### src/rtl/nasc_pkg.sv
// Constants and types for the adapter service and state control block
package nasc_pkg;
    // Adapter top-level states
    typedef enum logic [2:0] {
        NASC_CONFIRM = 3'b000,
        NASC_STANDBY = 3'b001,
        NASC_CONSTRUCT = 3'b010,
        NASC_ERRSTOP = 3'b011,
        NASC_NORMAL = 3'b100,
        NASC_UNRECOG = 3'b101
    } nasc_state_t;
    // Service engine states
    typedef enum logic [1:0] {
        NASC_SV_IDLE = 2'b00,
        NASC_SV_WAIT = 2'b01,
        NASC_SV_INIT = 2'b10
    } nasc_svc_t;
    // Appliance-side frame classes
    localparam logic [1:0] FRM_CONFIRM = 2'h0;
    localparam logic [1:0] FRM_INIT = 2'h1;
    localparam logic [1:0] FRM_CONSTRUCT = 2'h2;
    localparam logic [1:0] FRM_OTHER = 2'h3;
    // Forwarded command codes
    localparam logic [7:0] CMD_ACCESS_REQ = 8'h10;
    localparam logic [7:0] CMD_ACCESS_RSP = 8'h90;
    localparam logic [7:0] CMD_ELEM_REQ = 8'h12;
    localparam logic [7:0] CMD_ELEM_RSP = 8'h92;
    // Error property codes
    localparam logic [15:0] ERR_OBJECT = 16'h03ea;
    localparam logic [15:0] ERR_INIT = 16'h03eb;
    localparam logic [15:0] ERR_OTHER = 16'h03ec;
    localparam logic [15:0] ERR_NONE = 16'h0000;
    // Confirmation failure limit
    localparam logic [1:0] CONFIRM_TRIES = 2'h3;
    // Default equipment answer timeout, cycles at 25 MHz
    localparam int TIMEOUT_US = 100;
    localparam int TIMEOUT_CYC = TIMEOUT_US * 25;
    // Network answer codes
    localparam logic [1:0] ANS_ACCEPT = 2'h1;
    localparam logic [1:0] ANS_REJECT = 2'h2;
    localparam logic [1:0] ANS_NONE = 2'h0;
endpackage
### src/rtl/nasc_ctrl.sv
// Adapter state machine and property service engine
`timescale 1ns/100ps
module nasc_ctrl #(
    parameter int PROP_W = 4,
    parameter int DATA_W = 16,
    parameter int TIMEOUT = nasc_pkg::TIMEOUT_CYC
) (
    input wire logic mclk,
    input wire logic sys_rst,
    // Recognition process done, re-enter confirmation
    input wire logic recog_done,
    // Appliance-side frame in, with class
    input wire logic frm_valid,
    input wire logic [1:0] frm_class,
    // Confirmation outcome pulses
    input wire logic confirm_ok,
    input wire logic confirm_fail,
    // Sequence outcomes during construction
    input wire logic init_ok,
    input wire logic init_fail,
    input wire logic construct_ok,
    input wire logic construct_fail,
    // Failure during normal operation
    input wire logic normal_fail,
    // Per-property mode load: 1 pass-through, 0 stored
    input wire logic cfg_we,
    input wire logic [PROP_W-1:0] cfg_prop,
    input wire logic cfg_exists,
    input wire logic cfg_passthru,
    input wire logic cfg_needinit,
    // Equipment writes to local storage
    input wire logic eq_we,
    input wire logic [PROP_W-1:0] eq_prop,
    input wire logic [DATA_W-1:0] eq_wdata,
    // Network service request
    input wire logic net_valid,
    input wire logic net_write,
    input wire logic net_elem,
    input wire logic [PROP_W-1:0] net_prop,
    input wire logic [DATA_W-1:0] net_wdata,
    // Equipment answer to a forwarded request
    input wire logic eq_rsp_valid,
    input wire logic [7:0] eq_rsp_cmd,
    input wire logic [DATA_W-1:0] eq_rsp_data,
    // Outputs
    output logic [2:0] state,
    output logic discrepancy_err,
    output logic net_join_en,
    output logic mw_cold_start,
    output logic err_proc,
    output logic [15:0] err_code,
    output logic fwd_valid,
    output logic [7:0] fwd_cmd,
    output logic [PROP_W-1:0] fwd_prop,
    output logic [DATA_W-1:0] fwd_data,
    output logic [1:0] net_ans,
    output logic [DATA_W-1:0] net_rdata,
    output logic [DATA_W-1:0] eq_rdata
);
    localparam int NPROP = 1 << PROP_W;
    // Adapter state
    nasc_pkg::nasc_state_t st_q, st_d;
    nasc_pkg::nasc_svc_t sv_q;
    logic [1:0] fails_q;
    logic [15:0] err_q;
    logic disc_q, join_q, cold_q, errp_q;
    // Sequence successes seen so far in construction
    logic init_seen_q, build_seen_q;
    // Per-property tables and storage
    logic [DATA_W-1:0] store_q [NPROP];
    logic exists_q [NPROP];
    logic passthru_q [NPROP];
    logic needinit_q [NPROP];
    // Forward and answer outputs
    logic fwd_q;
    logic [7:0] fcmd_q;
    logic [PROP_W-1:0] fprop_q, pend_q, scan_q;
    logic [DATA_W-1:0] fdata_q, rdata_q;
    logic [1:0] ans_q;
    logic pwrite_q, pinit_q;
    logic [31:0] tmo_q;

    // Frame acceptance per state
    wire frm_ok_confirm = frm_class == nasc_pkg::FRM_CONFIRM;
    wire frm_ok_standby = frm_class == nasc_pkg::FRM_INIT;
    wire frm_ok_build = frm_class == nasc_pkg::FRM_INIT
        || frm_class == nasc_pkg::FRM_CONSTRUCT;
    wire frm_ok_normal = frm_class != nasc_pkg::FRM_CONSTRUCT;
    wire is_init = frm_valid && frm_class == nasc_pkg::FRM_INIT;
    logic frm_accept;
    always_comb begin
        case (st_q)
            nasc_pkg::NASC_CONFIRM: frm_accept = frm_ok_confirm;
            nasc_pkg::NASC_STANDBY: frm_accept = frm_ok_standby;
            nasc_pkg::NASC_CONSTRUCT: frm_accept = frm_ok_build;
            nasc_pkg::NASC_ERRSTOP: frm_accept = frm_ok_standby;
            nasc_pkg::NASC_NORMAL: frm_accept = frm_ok_normal;
            default: frm_accept = 1'b0;
        endcase
    end

    // Each sequence may finish in a different cycle
    wire init_good = init_ok || init_seen_q;
    wire build_good = construct_ok || build_seen_q;

    // Next adapter state
    always_comb begin
        st_d = st_q;
        case (st_q)
            nasc_pkg::NASC_CONFIRM: begin
                if (confirm_ok) begin
                    st_d = nasc_pkg::NASC_STANDBY;
                end else if (confirm_fail && fails_q == nasc_pkg::CONFIRM_TRIES - 2'h1) begin
                    st_d = nasc_pkg::NASC_UNRECOG;
                end
            end
            nasc_pkg::NASC_STANDBY: begin
                if (is_init) begin
                    st_d = nasc_pkg::NASC_CONSTRUCT;
                end
            end
            nasc_pkg::NASC_CONSTRUCT: begin
                if (init_fail || construct_fail) begin
                    st_d = nasc_pkg::NASC_ERRSTOP;
                end else if (init_good && build_good) begin
                    st_d = nasc_pkg::NASC_NORMAL;
                end
            end
            nasc_pkg::NASC_ERRSTOP: begin
                if (is_init) begin
                    st_d = nasc_pkg::NASC_CONSTRUCT;
                end
            end
            nasc_pkg::NASC_NORMAL: begin
                if (is_init) begin
                    st_d = nasc_pkg::NASC_CONSTRUCT;
                end else if (normal_fail) begin
                    st_d = nasc_pkg::NASC_ERRSTOP;
                end
            end
            default: st_d = st_q;
        endcase
        if (recog_done) begin
            st_d = nasc_pkg::NASC_CONFIRM;
        end
    end

    // Error code chosen by cause on entry to error stop
    wire [15:0] err_d = (st_q == nasc_pkg::NASC_NORMAL) ? nasc_pkg::ERR_OTHER
        : construct_fail ? nasc_pkg::ERR_OBJECT : nasc_pkg::ERR_INIT;
    wire enter_err = st_d == nasc_pkg::NASC_ERRSTOP && st_q != nasc_pkg::NASC_ERRSTOP;
    wire enter_norm = st_d == nasc_pkg::NASC_NORMAL && st_q != nasc_pkg::NASC_NORMAL;
    wire in_normal = st_q == nasc_pkg::NASC_NORMAL;

    // State, counters and status flags
    always_ff @(posedge mclk) begin
        if (sys_rst) begin
            st_q <= nasc_pkg::NASC_CONFIRM;
            fails_q <= 2'h0;
            err_q <= nasc_pkg::ERR_NONE;
            disc_q <= 1'b0;
            join_q <= 1'b0;
            cold_q <= 1'b0;
            errp_q <= 1'b0;
            init_seen_q <= 1'b0;
            build_seen_q <= 1'b0;
        end else begin
            st_q <= st_d;
            fails_q <= (st_d != nasc_pkg::NASC_CONFIRM) ? 2'h0
                : fails_q + {1'b0, confirm_fail};
            err_q <= enter_err ? err_d : err_q;
            disc_q <= frm_valid && !frm_accept;
            join_q <= st_d == nasc_pkg::NASC_NORMAL;
            cold_q <= st_d == nasc_pkg::NASC_CONSTRUCT;
            errp_q <= enter_err;
            // Successes kept only while construction goes on
            init_seen_q <= init_good && st_q == nasc_pkg::NASC_CONSTRUCT
                && st_d == nasc_pkg::NASC_CONSTRUCT;
            build_seen_q <= build_good && st_q == nasc_pkg::NASC_CONSTRUCT
                && st_d == nasc_pkg::NASC_CONSTRUCT;
        end
    end

    // Property table load and local storage
    always_ff @(posedge mclk) begin
        if (cfg_we) begin
            exists_q[cfg_prop] <= cfg_exists;
            passthru_q[cfg_prop] <= cfg_passthru;
            needinit_q[cfg_prop] <= cfg_needinit;
        end
        if (sv_q == nasc_pkg::NASC_SV_IDLE && net_valid && in_normal && net_write
            && exists_q[net_prop] && !passthru_q[net_prop]) begin
            store_q[net_prop] <= net_wdata;
        end else if (eq_we) begin
            store_q[eq_prop] <= eq_wdata;
        end else if (sv_q != nasc_pkg::NASC_SV_IDLE && eq_rsp_valid
            && (!pwrite_q || pinit_q)) begin
            store_q[pend_q] <= eq_rsp_data;
        end
    end

    // Service request decode
    wire req = sv_q == nasc_pkg::NASC_SV_IDLE && net_valid && in_normal;
    wire req_known = exists_q[net_prop];
    wire req_pass = passthru_q[net_prop];
    wire [7:0] req_cmd = net_elem ? nasc_pkg::CMD_ELEM_REQ : nasc_pkg::CMD_ACCESS_REQ;
    wire [7:0] want_rsp = fcmd_q == nasc_pkg::CMD_ELEM_REQ ? nasc_pkg::CMD_ELEM_RSP
        : nasc_pkg::CMD_ACCESS_RSP;
    wire rsp_hit = eq_rsp_valid && eq_rsp_cmd == want_rsp;
    wire tmo_hit = tmo_q == TIMEOUT - 1;
    wire scan_last = scan_q == PROP_W'(NPROP - 1);
    wire scan_need = exists_q[scan_q] && needinit_q[scan_q];

    // Service engine
    always_ff @(posedge mclk) begin
        if (sys_rst) begin
            sv_q <= nasc_pkg::NASC_SV_IDLE;
            fwd_q <= 1'b0;
            fcmd_q <= 8'h00;
            fprop_q <= '0;
            fdata_q <= '0;
            pend_q <= '0;
            scan_q <= '0;
            rdata_q <= '0;
            ans_q <= nasc_pkg::ANS_NONE;
            pwrite_q <= 1'b0;
            pinit_q <= 1'b0;
            tmo_q <= 32'h0;
        end else begin
            fwd_q <= 1'b0;
            ans_q <= nasc_pkg::ANS_NONE;
            case (sv_q)
                nasc_pkg::NASC_SV_IDLE: begin
                    tmo_q <= 32'h0;
                    pinit_q <= 1'b0;
                    if (enter_norm) begin
                        scan_q <= '0;
                        pinit_q <= 1'b1;
                        sv_q <= nasc_pkg::NASC_SV_INIT;
                    end else if (req && !req_known) begin
                        ans_q <= nasc_pkg::ANS_REJECT;
                    end else if (req && !req_pass) begin
                        ans_q <= nasc_pkg::ANS_ACCEPT;
                        rdata_q <= store_q[net_prop];
                    end else if (req) begin
                        fwd_q <= 1'b1;
                        fcmd_q <= req_cmd;
                        fprop_q <= net_prop;
                        fdata_q <= net_wdata;
                        pend_q <= net_prop;
                        pwrite_q <= net_write;
                        sv_q <= nasc_pkg::NASC_SV_WAIT;
                    end
                end
                nasc_pkg::NASC_SV_WAIT: begin
                    tmo_q <= tmo_q + 32'h1;
                    if (rsp_hit || tmo_hit) begin
                        // Scan moves on to the next property either way
                        scan_q <= scan_q + PROP_W'(1);
                        sv_q <= (pinit_q && !scan_last) ? nasc_pkg::NASC_SV_INIT
                            : nasc_pkg::NASC_SV_IDLE;
                    end
                    if (rsp_hit) begin
                        rdata_q <= eq_rsp_data;
                        if (!pinit_q) begin
                            ans_q <= nasc_pkg::ANS_ACCEPT;
                        end
                    end else if (tmo_hit) begin
                        if (!pinit_q) begin
                            ans_q <= nasc_pkg::ANS_REJECT;
                        end
                    end
                end
                nasc_pkg::NASC_SV_INIT: begin
                    tmo_q <= 32'h0;
                    if (scan_need) begin
                        fwd_q <= 1'b1;
                        fcmd_q <= nasc_pkg::CMD_ACCESS_REQ;
                        fprop_q <= scan_q;
                        pend_q <= scan_q;
                        pwrite_q <= 1'b0;
                        sv_q <= nasc_pkg::NASC_SV_WAIT;
                    end else if (scan_last) begin
                        sv_q <= nasc_pkg::NASC_SV_IDLE;
                    end else begin
                        scan_q <= scan_q + PROP_W'(1);
                    end
                end
                default: sv_q <= nasc_pkg::NASC_SV_IDLE;
            endcase
            if (!in_normal && !enter_norm) begin
                sv_q <= nasc_pkg::NASC_SV_IDLE;
            end
        end
    end

    // Equipment readback of local storage
    always_ff @(posedge mclk) begin
        eq_rdata <= sys_rst ? '0 : store_q[eq_prop];
    end

    assign state = st_q;
    assign discrepancy_err = disc_q;
    assign net_join_en = join_q;
    assign mw_cold_start = cold_q;
    assign err_proc = errp_q;
    assign err_code = err_q;
    assign fwd_valid = fwd_q;
    assign fwd_cmd = fcmd_q;
    assign fwd_prop = fprop_q;
    assign fwd_data = fdata_q;
    assign net_ans = ans_q;
    assign net_rdata = rdata_q;

    // Checks
    a_err_code_cause: assert property (@(posedge mclk) disable iff (sys_rst)
        st_q == nasc_pkg::NASC_NORMAL && normal_fail && !is_init && !recog_done
        |=> err_code == nasc_pkg::ERR_OTHER) else $error("wrong error code");
    a_join_only_normal: assert property (@(posedge mclk) disable iff (sys_rst)
        net_join_en |-> $past(st_d) == nasc_pkg::NASC_NORMAL)
        else $error("join outside normal");
    a_unknown_reject: assert property (@(posedge mclk) disable iff (sys_rst)
        req && !req_known && !enter_norm |=> net_ans == nasc_pkg::ANS_REJECT && !fwd_valid)
        else $error("unknown property not rejected");
    a_fwd_timeout: assert property (@(posedge mclk) disable iff (sys_rst)
        sv_q == nasc_pkg::NASC_SV_WAIT && tmo_hit && !rsp_hit && !pinit_q && in_normal
        |=> net_ans == nasc_pkg::ANS_REJECT) else $error("no timeout reject");
    a_disc_frame: assert property (@(posedge mclk) disable iff (sys_rst)
        frm_valid && st_q == nasc_pkg::NASC_STANDBY && frm_class != nasc_pkg::FRM_INIT
        |=> discrepancy_err) else $error("no discrepancy error");
    a_init_to_build: assert property (@(posedge mclk) disable iff (sys_rst)
        is_init && st_q == nasc_pkg::NASC_ERRSTOP && !recog_done
        |=> st_q == nasc_pkg::NASC_CONSTRUCT && mw_cold_start)
        else $error("no construction entry");
    a_confirm_limit: assert property (@(posedge mclk) disable iff (sys_rst)
        st_q == nasc_pkg::NASC_CONFIRM && confirm_fail && !confirm_ok && fails_q == 2'h2
        && !recog_done |=> st_q == nasc_pkg::NASC_UNRECOG)
        else $error("no unrecognized state");
    a_build_exit: assert property (@(posedge mclk) disable iff (sys_rst)
        st_q == nasc_pkg::NASC_CONSTRUCT && init_fail && !recog_done
        |=> st_q == nasc_pkg::NASC_ERRSTOP && err_proc) else $error("no error stop");
    a_fwd_cmd_code: assert property (@(posedge mclk) disable iff (sys_rst)
        fwd_valid |-> fwd_cmd == nasc_pkg::CMD_ACCESS_REQ || fwd_cmd == nasc_pkg::CMD_ELEM_REQ)
        else $error("bad forward code");
    c_pass_ok: cover property (@(posedge mclk) fwd_valid ##[1:20] net_ans == nasc_pkg::ANS_ACCEPT);
    c_to_normal: cover property (@(posedge mclk) st_q == nasc_pkg::NASC_NORMAL);
    c_err_stop: cover property (@(posedge mclk) err_proc);
endmodule

### config.mk
export PLATFORM = sky130hd
export DESIGN_NAME = nasc_ctrl
export DESIGN_NICKNAME = d
export VERILOG_FILES = /design/src/rtl/nasc_pkg.sv /design/src/rtl/nasc_ctrl.sv
export SDC_FILE = /design/constraint.sdc
export NUM_CORES = 1
export LEC_CHECK = 0
export ABC_CLOCK_PERIOD_IN_PS = 4000
export BUFFER_PORTS_ARGS = -buffer_cell sky130_fd_sc_hd__buf_2
export CORE_UTILIZATION = 45
export DETAILED_ROUTE_END_ITERATION = 8
export REMOVE_ABC_BUFFERS = 1
export SLEW_MARGIN = 20
export SYNTH_ARGS = -nofsm -noshare
export SYNTH_HDL_FRONTEND = slang
export SYNTH_SLANG_ARGS = --single-unit
export TNS_END_PERCENT = 20
### constraint.sdc
create_clock -name mclk -period 4 [get_ports mclk]
set_input_delay 0.2 -clock mclk [delete_from_list [all_inputs] [get_ports mclk]]
set_output_delay 0.2 -clock mclk [all_outputs]
set_load 0.01 [all_outputs]
### Word-level counts from Yosys, hierarchy flattened

Memory sizes are Yosys's and may differ from the RTL's. A register that Yosys moved wholly into a read port is not among the register bits.
Index checks and enable logic that the tools add are counted.
Widths: inputs -> output; s select.

| cells by class | value |
|---|---|
| $add $sub $neg | 3 |
| shift-type cells | 0 |
| magnitude comparators | 0 |
| mux-type cells | 88 |
| reduce and logical (&&, ||, !) cells | 56 |
| equal/unequal tests | 34 |
| div/mod/pow operators | 0 |
| bitwise operators | 3 |
| multiply operators | 0 |

Operator list:

| cell | count |
|---|---|
| $mux 16 | 6 |
| $pmux 32 s2 | 1 |
| $mux 4 | 15 |
| $mux 8 | 5 |
| $add 32x1->32 const B | 1 |
| $eq 32x12->1 const B | 1 |
| $pmux 16 s2 | 1 |
| $reduce_or 16->1 | 2 |
| $mux 2 | 15 |
| $mux 1 | 27 |
| $mux 3 | 9 |
| $logic_and 1x1->1 | 23 |
| $ne 2x2->1 const B | 11 |
| $reduce_and 5->1 | 4 |
| $pmux 8 s2 | 1 |
| $ne 3x3->1 const B | 5 |
| $eq 3x2->1 const B | 4 |
| $pmux 3 s4 | 1 |
| $pmux 4 s3 | 1 |
| $eq 8x5->1 const B | 1 |
| $eq 8x8->1 | 1 |
| $pmux 4 s2 | 1 |
| $reduce_bool 2->1 | 4 |
| $reduce_or 2->1 | 4 |
| other kinds (20) | 40 |

| word-level totals | value |
|---|---|
| memories kept | 4 |
| bits in read-only memories | 0 |
| bits in latches | 0 |
| output and inout bits | 86 |
| memory bits (writable) | 304 |
| logic and storage cells | 208 |
| bits of input ports | 90 |
| bits in registers | 114 |

Memory list:

| name | words | bits a word | rd ports | clocked after Yosys merged registers in | write ports | line | source |
|---|---|---|---|---|---|---|---|
| store_q | 16 | 16 | 2 | 1 | 1 | nasc_ctrl.sv:70 | `logic [DATA_W-1:0] store_q [NPROP];` |
| exists_q | 16 | 1 | 2 | 1 | 1 | nasc_ctrl.sv:71 | `logic exists_q [NPROP];` |
| needinit_q | 16 | 1 | 1 | 1 | 1 | nasc_ctrl.sv:73 | `logic needinit_q [NPROP];` |
| passthru_q | 16 | 1 | 1 | 0 | 1 | nasc_ctrl.sv:72 | `logic passthru_q [NPROP];` |

### Logic depth before layout (Yosys ltp)

| depth | value |
|---|---|
| depth in word-level cells | 12 |
| gate-level depth with buffers | 10 |
| mapped depth without buffers | 9 |

### Worst setup path before layout

Ideal clock, no wire load.

| timing path | value |
|---|---|
| kind | input-to-reg |
| start point | in net_prop[0] |
| end point | mem store_q[0][0] (enable) |
| slack | 0.599 ns |
| buffers on the path | 2 |
| arrival | 3.012 ns |
| data required time | 3.612 ns |
| cell stages on the path | 9 |
| library setup time | 0.388 ns |
| path through | buf_4 mux4_2 mux4_2 nand2b_1 o21ai_1 buf_2 o221a_2 or2_1 nor2_1 |

| on the way | value |
|---|---|
| cells in the longest elaborated chain, start to end | 8 |
| elaborated cells between the ends (all ways) | 17 |
| classes of those cells | mux: 10; reduce/logical: 5; memory: 2 |

Ends and longest elaborated chain:

| what | line | source |
|---|---|---|
| start, declared | nasc_ctrl.sv:39 | `input wire logic [PROP_W-1:0] net_prop,` |
| $mem_v2 16x1 (on tied branches) | n/a |  |
| $logic_and 1x1->1 or $logic_not 1->1 (tied branches) | nasc_ctrl.sv:192 | `&& exists_q[net_prop] && !passthru_q[net_prop]) begin` |
| $logic_and 1x1->1 | nasc_ctrl.sv:192 |  |
| $mux 1 | nasc_ctrl.sv:191 | `if (sv_q == nasc_pkg::NASC_SV_IDLE && net_valid && in_normal && net_write` |
| $mux 1 (implied by the code) | nasc_ctrl.sv:195 | `store_q[eq_prop] <= eq_wdata;` |
| $reduce_or 16->1 (no source line) | n/a |  |
| $mux 4 (no source line) or $mux 1 (tied branches) (2 in a row) | n/a |  |
| end, declared | nasc_ctrl.sv:70 |  |

Parallel ways exist; a longest one is shown, timed or not.

==> results.toml <==
[place]
place_area_sq_um = 20900
dp.cells = 1921
port_buffers = 162
hpwl_microns = 32900
place_ws_ns = 0.359
gp_congestion = 0.815

[drt]
wl_per_cell_microns = 24.1
wirelength_microns = 49200
ant_nets = 0
vias_per_cell = 5.92
drtIter0Drc = 1087
dr.pass1.iters = 7
route.detailed.drc = 0
num_vias = 12100

[power]
swShare_pct = 22.2
p_seq_share_pct = 49.7
clockPowerShare_pct = 42.3
intPower_mw = 7.57
p_per_area_nw_per_um2 = 428
power_mw = 9.73
power.leakage_nw = 7.75
power.net_switching_mw = 2.16
peakVddDrop_mv = 0.310
pwr-share-comb_pct = 8.0

[clocking]
path_clk_slew_ns = 0.06
cts_tree = "done"
cts_buffers = 45
clk_latency_ns = 0.57
root_buffer = "clkbuf_16"
h-tree-depth = 2
cts.sinks = 420
clockBufferDepth = 3

[hold_path]
hp-class = "input port to flip-flop"

[grt]
use_met3_pct = 4.82
grt_use_total_pct = 23.3
grt_pass1_wl_microns = 75300
grt_overflow = 0
grtUsageMet2_pct = 38.1
grt_max_degree = 66
grt_use_met1_pct = 31.2
grt_pass1_vias = 12100
antenna_found_initial = 2
grt.busiest_layer = "met2"

[setup_path]
required_ns = 4.26
cp.arrival_ns = 3.81
worstSetupPathType = "flip-flop to flip-flop"
path_buf_inv = 1
crit_path_start_kind = "flip-flop"
cpMostUsedCell = "mux4_2"
cp_cell_sequence = "mux4_2, mux4_2, nor2b_1, nand2_1, mux2_2, nand2b_1, nor2_2, buf_4"
crit_path_end_kind = "flip-flop"
critPathSlowestCell = "nor2_2"
max_stage_delay_ns = 0.55
critPathMaxFanout = 9
crit_family = "multiplexers"

[sta]
rsz0062_at_grt = "no"
period_share_pct = 88.8
slew-limit-headroom_pct = 31.3
final.setup_skew_ns = 0.0260
finalSetupViolations = 0
worst_pin_slew_ns = 1.03
layout_setup_ws_ns = 0.448
tns_ns = 0
hold_viol_final = 0
finalMaxSlewViolations = 0
hold_slack_ns = 0.0220
fin_crit_ns = 3.55
max_freq_ghz = 0.282

[cells_and_area]
mostFrequentLayoutCell = "edfxtp_1"
diodes = 0
fin_cells = 2040
nNetsFinal = 1565
design_area_sq_um = 22700
final_cell_mix = "304 x edfxtp_1, 169 x mux4_2, 159 x buf_2"
final_util_pct = 54.0
syn2layout_area_growth_pct = 18.3
drive_gt1_share_pct = 33.6

[floorplan]
die_h_microns = 208
rows = 75
start_util_pct = 45.6
die_area_sq_um = 43500
die_w_microns = 208
io_pins = 176
core_area_sq_um = 42000

[yosys]
syn_area_sq_um = 19200
syn_avg_cell_area_sq_um = 15.6
ys_async_sr_fraction_pct = 0
yosys_most_used_dff = "edfxtp_1"
ys.warnings.count = 0
ys_seq_area_share_pct = 59.7
synth_cell_types = 74
ys_ff_latch = 420
syn_inst = 1231
synth-edff-count = 304

[run_status]
status = "completed"

[run]
cap_violations = 0
## worst reg2reg max path, cell delays in order, from the launching register on
cell	delay, ns
edfxtp_1	0.40
mux4_2	0.51
mux4_2	0.53
nor2b_1	0.19
nand2_1	0.14
mux2_2	0.35
nand2b_1	0.26
nor2_2	0.55
buf_4	0.34
## sequential cells by signal, summed over array words and instances, names as in the netlist, 2 cells and up, named ones only
signal / cells
eq_rdata: 16
err_code: 4
exists_q: 16
fails_q: 2
fwd_cmd: 2
fwd_data: 16
needinit_q: 16
net_ans: 2
net_rdata: 16
passthru_q: 16
pend_q: 4
scan_q: 4
state: 3
store_q: 256
sv_q: 2
tmo_q: 32
## power groups by stage
stage | clock network (mW) | registers [mW] | logic [mW]
after floorplan | 0 | 4.92 | 0.391
after global placement | 0 | 4.92 | 0.756
after detailed placement | 0 | 4.92 | 0.759
after CTS | 4.22 | 4.83 | 0.789
after global routing | 4.37 | 4.84 | 0.838
final | 4.12 | 4.83 | 0.780
## cell usage after synthesis (all sizes together), types with 19 or more instances
library cell | number | area [sq um]
a211oi | 21 | 158
a21oi | 21 | 105
buf | 42 | 249
clkbuf | 47 | 176
dfxtp | 116 | 2320
edfxtp | 304 | 9130
mux2i | 57 | 571
mux4 | 169 | 3810
nand2 | 49 | 184
nand3 | 19 | 95.1
nor2 | 133 | 502
nor2b | 24 | 150
o21ai | 28 | 140
## repair_timing
item                                   4_1_cts  5_1_grt
gates resized for setup                      0        0
hold buffers                                36        0
endpoints found under the hold margin       37        0
buffers inserted                             0        0
## path summary, 6_finish.rpt
| path | startpoint | end | slack, ns | cells after the start |
|---|---|---|---|---|
| max | exists_q[3] | store_q[14][11] | 0.45 | 8 |
| min | eq_rsp_data[5] | net_rdata[5] | 0.02 | 3 |
| max reg2reg | exists_q[3] | store_q[14][11] | 0.45 | 8 |
| min reg2reg | err_code[0] | err_code[0] | 0.46 | 2 |
## cell type report
cell class / instances / area (sq um)
inverters: 16 / 60.1
fillers: 3402 / 19300
clock buffers: 58 / 1210
repair buffers: 264 / 1700
flip-flops and latches: 420 / 11500
multi-input cells: 718 / 7370
well taps: 539 / 674
clock inverters: 25 / 228
## routing by layer
layer  wire (microns)  vias to the layer above  part of all wire (%)
li1                 -                     5325                     -
met1            20700                     6205                    42
met2            23900                      462                    49
met3             3330                       83                   6.8
met4             1300                        2                   2.6
met5               13                        -                 0.026
## kinds of logic (layout without fill, tap and decap cells)
kind of cell	after synthesis	count (layout)	synth area share (%)
AO/OA/AOI/OAI	115	115	4.40
buffers and inverters	105	363	2.53
AND/OR/NAND/NOR	322	322	8.39
XOR/XNOR	28	28	1.28
other	1	13	0.0195
adder cells (fa/ha/maj)	10	10	0.652
multiplexers	230	230	23.0
flip-flops	420	420	59.7
Power figures use the tool's default switching activity.
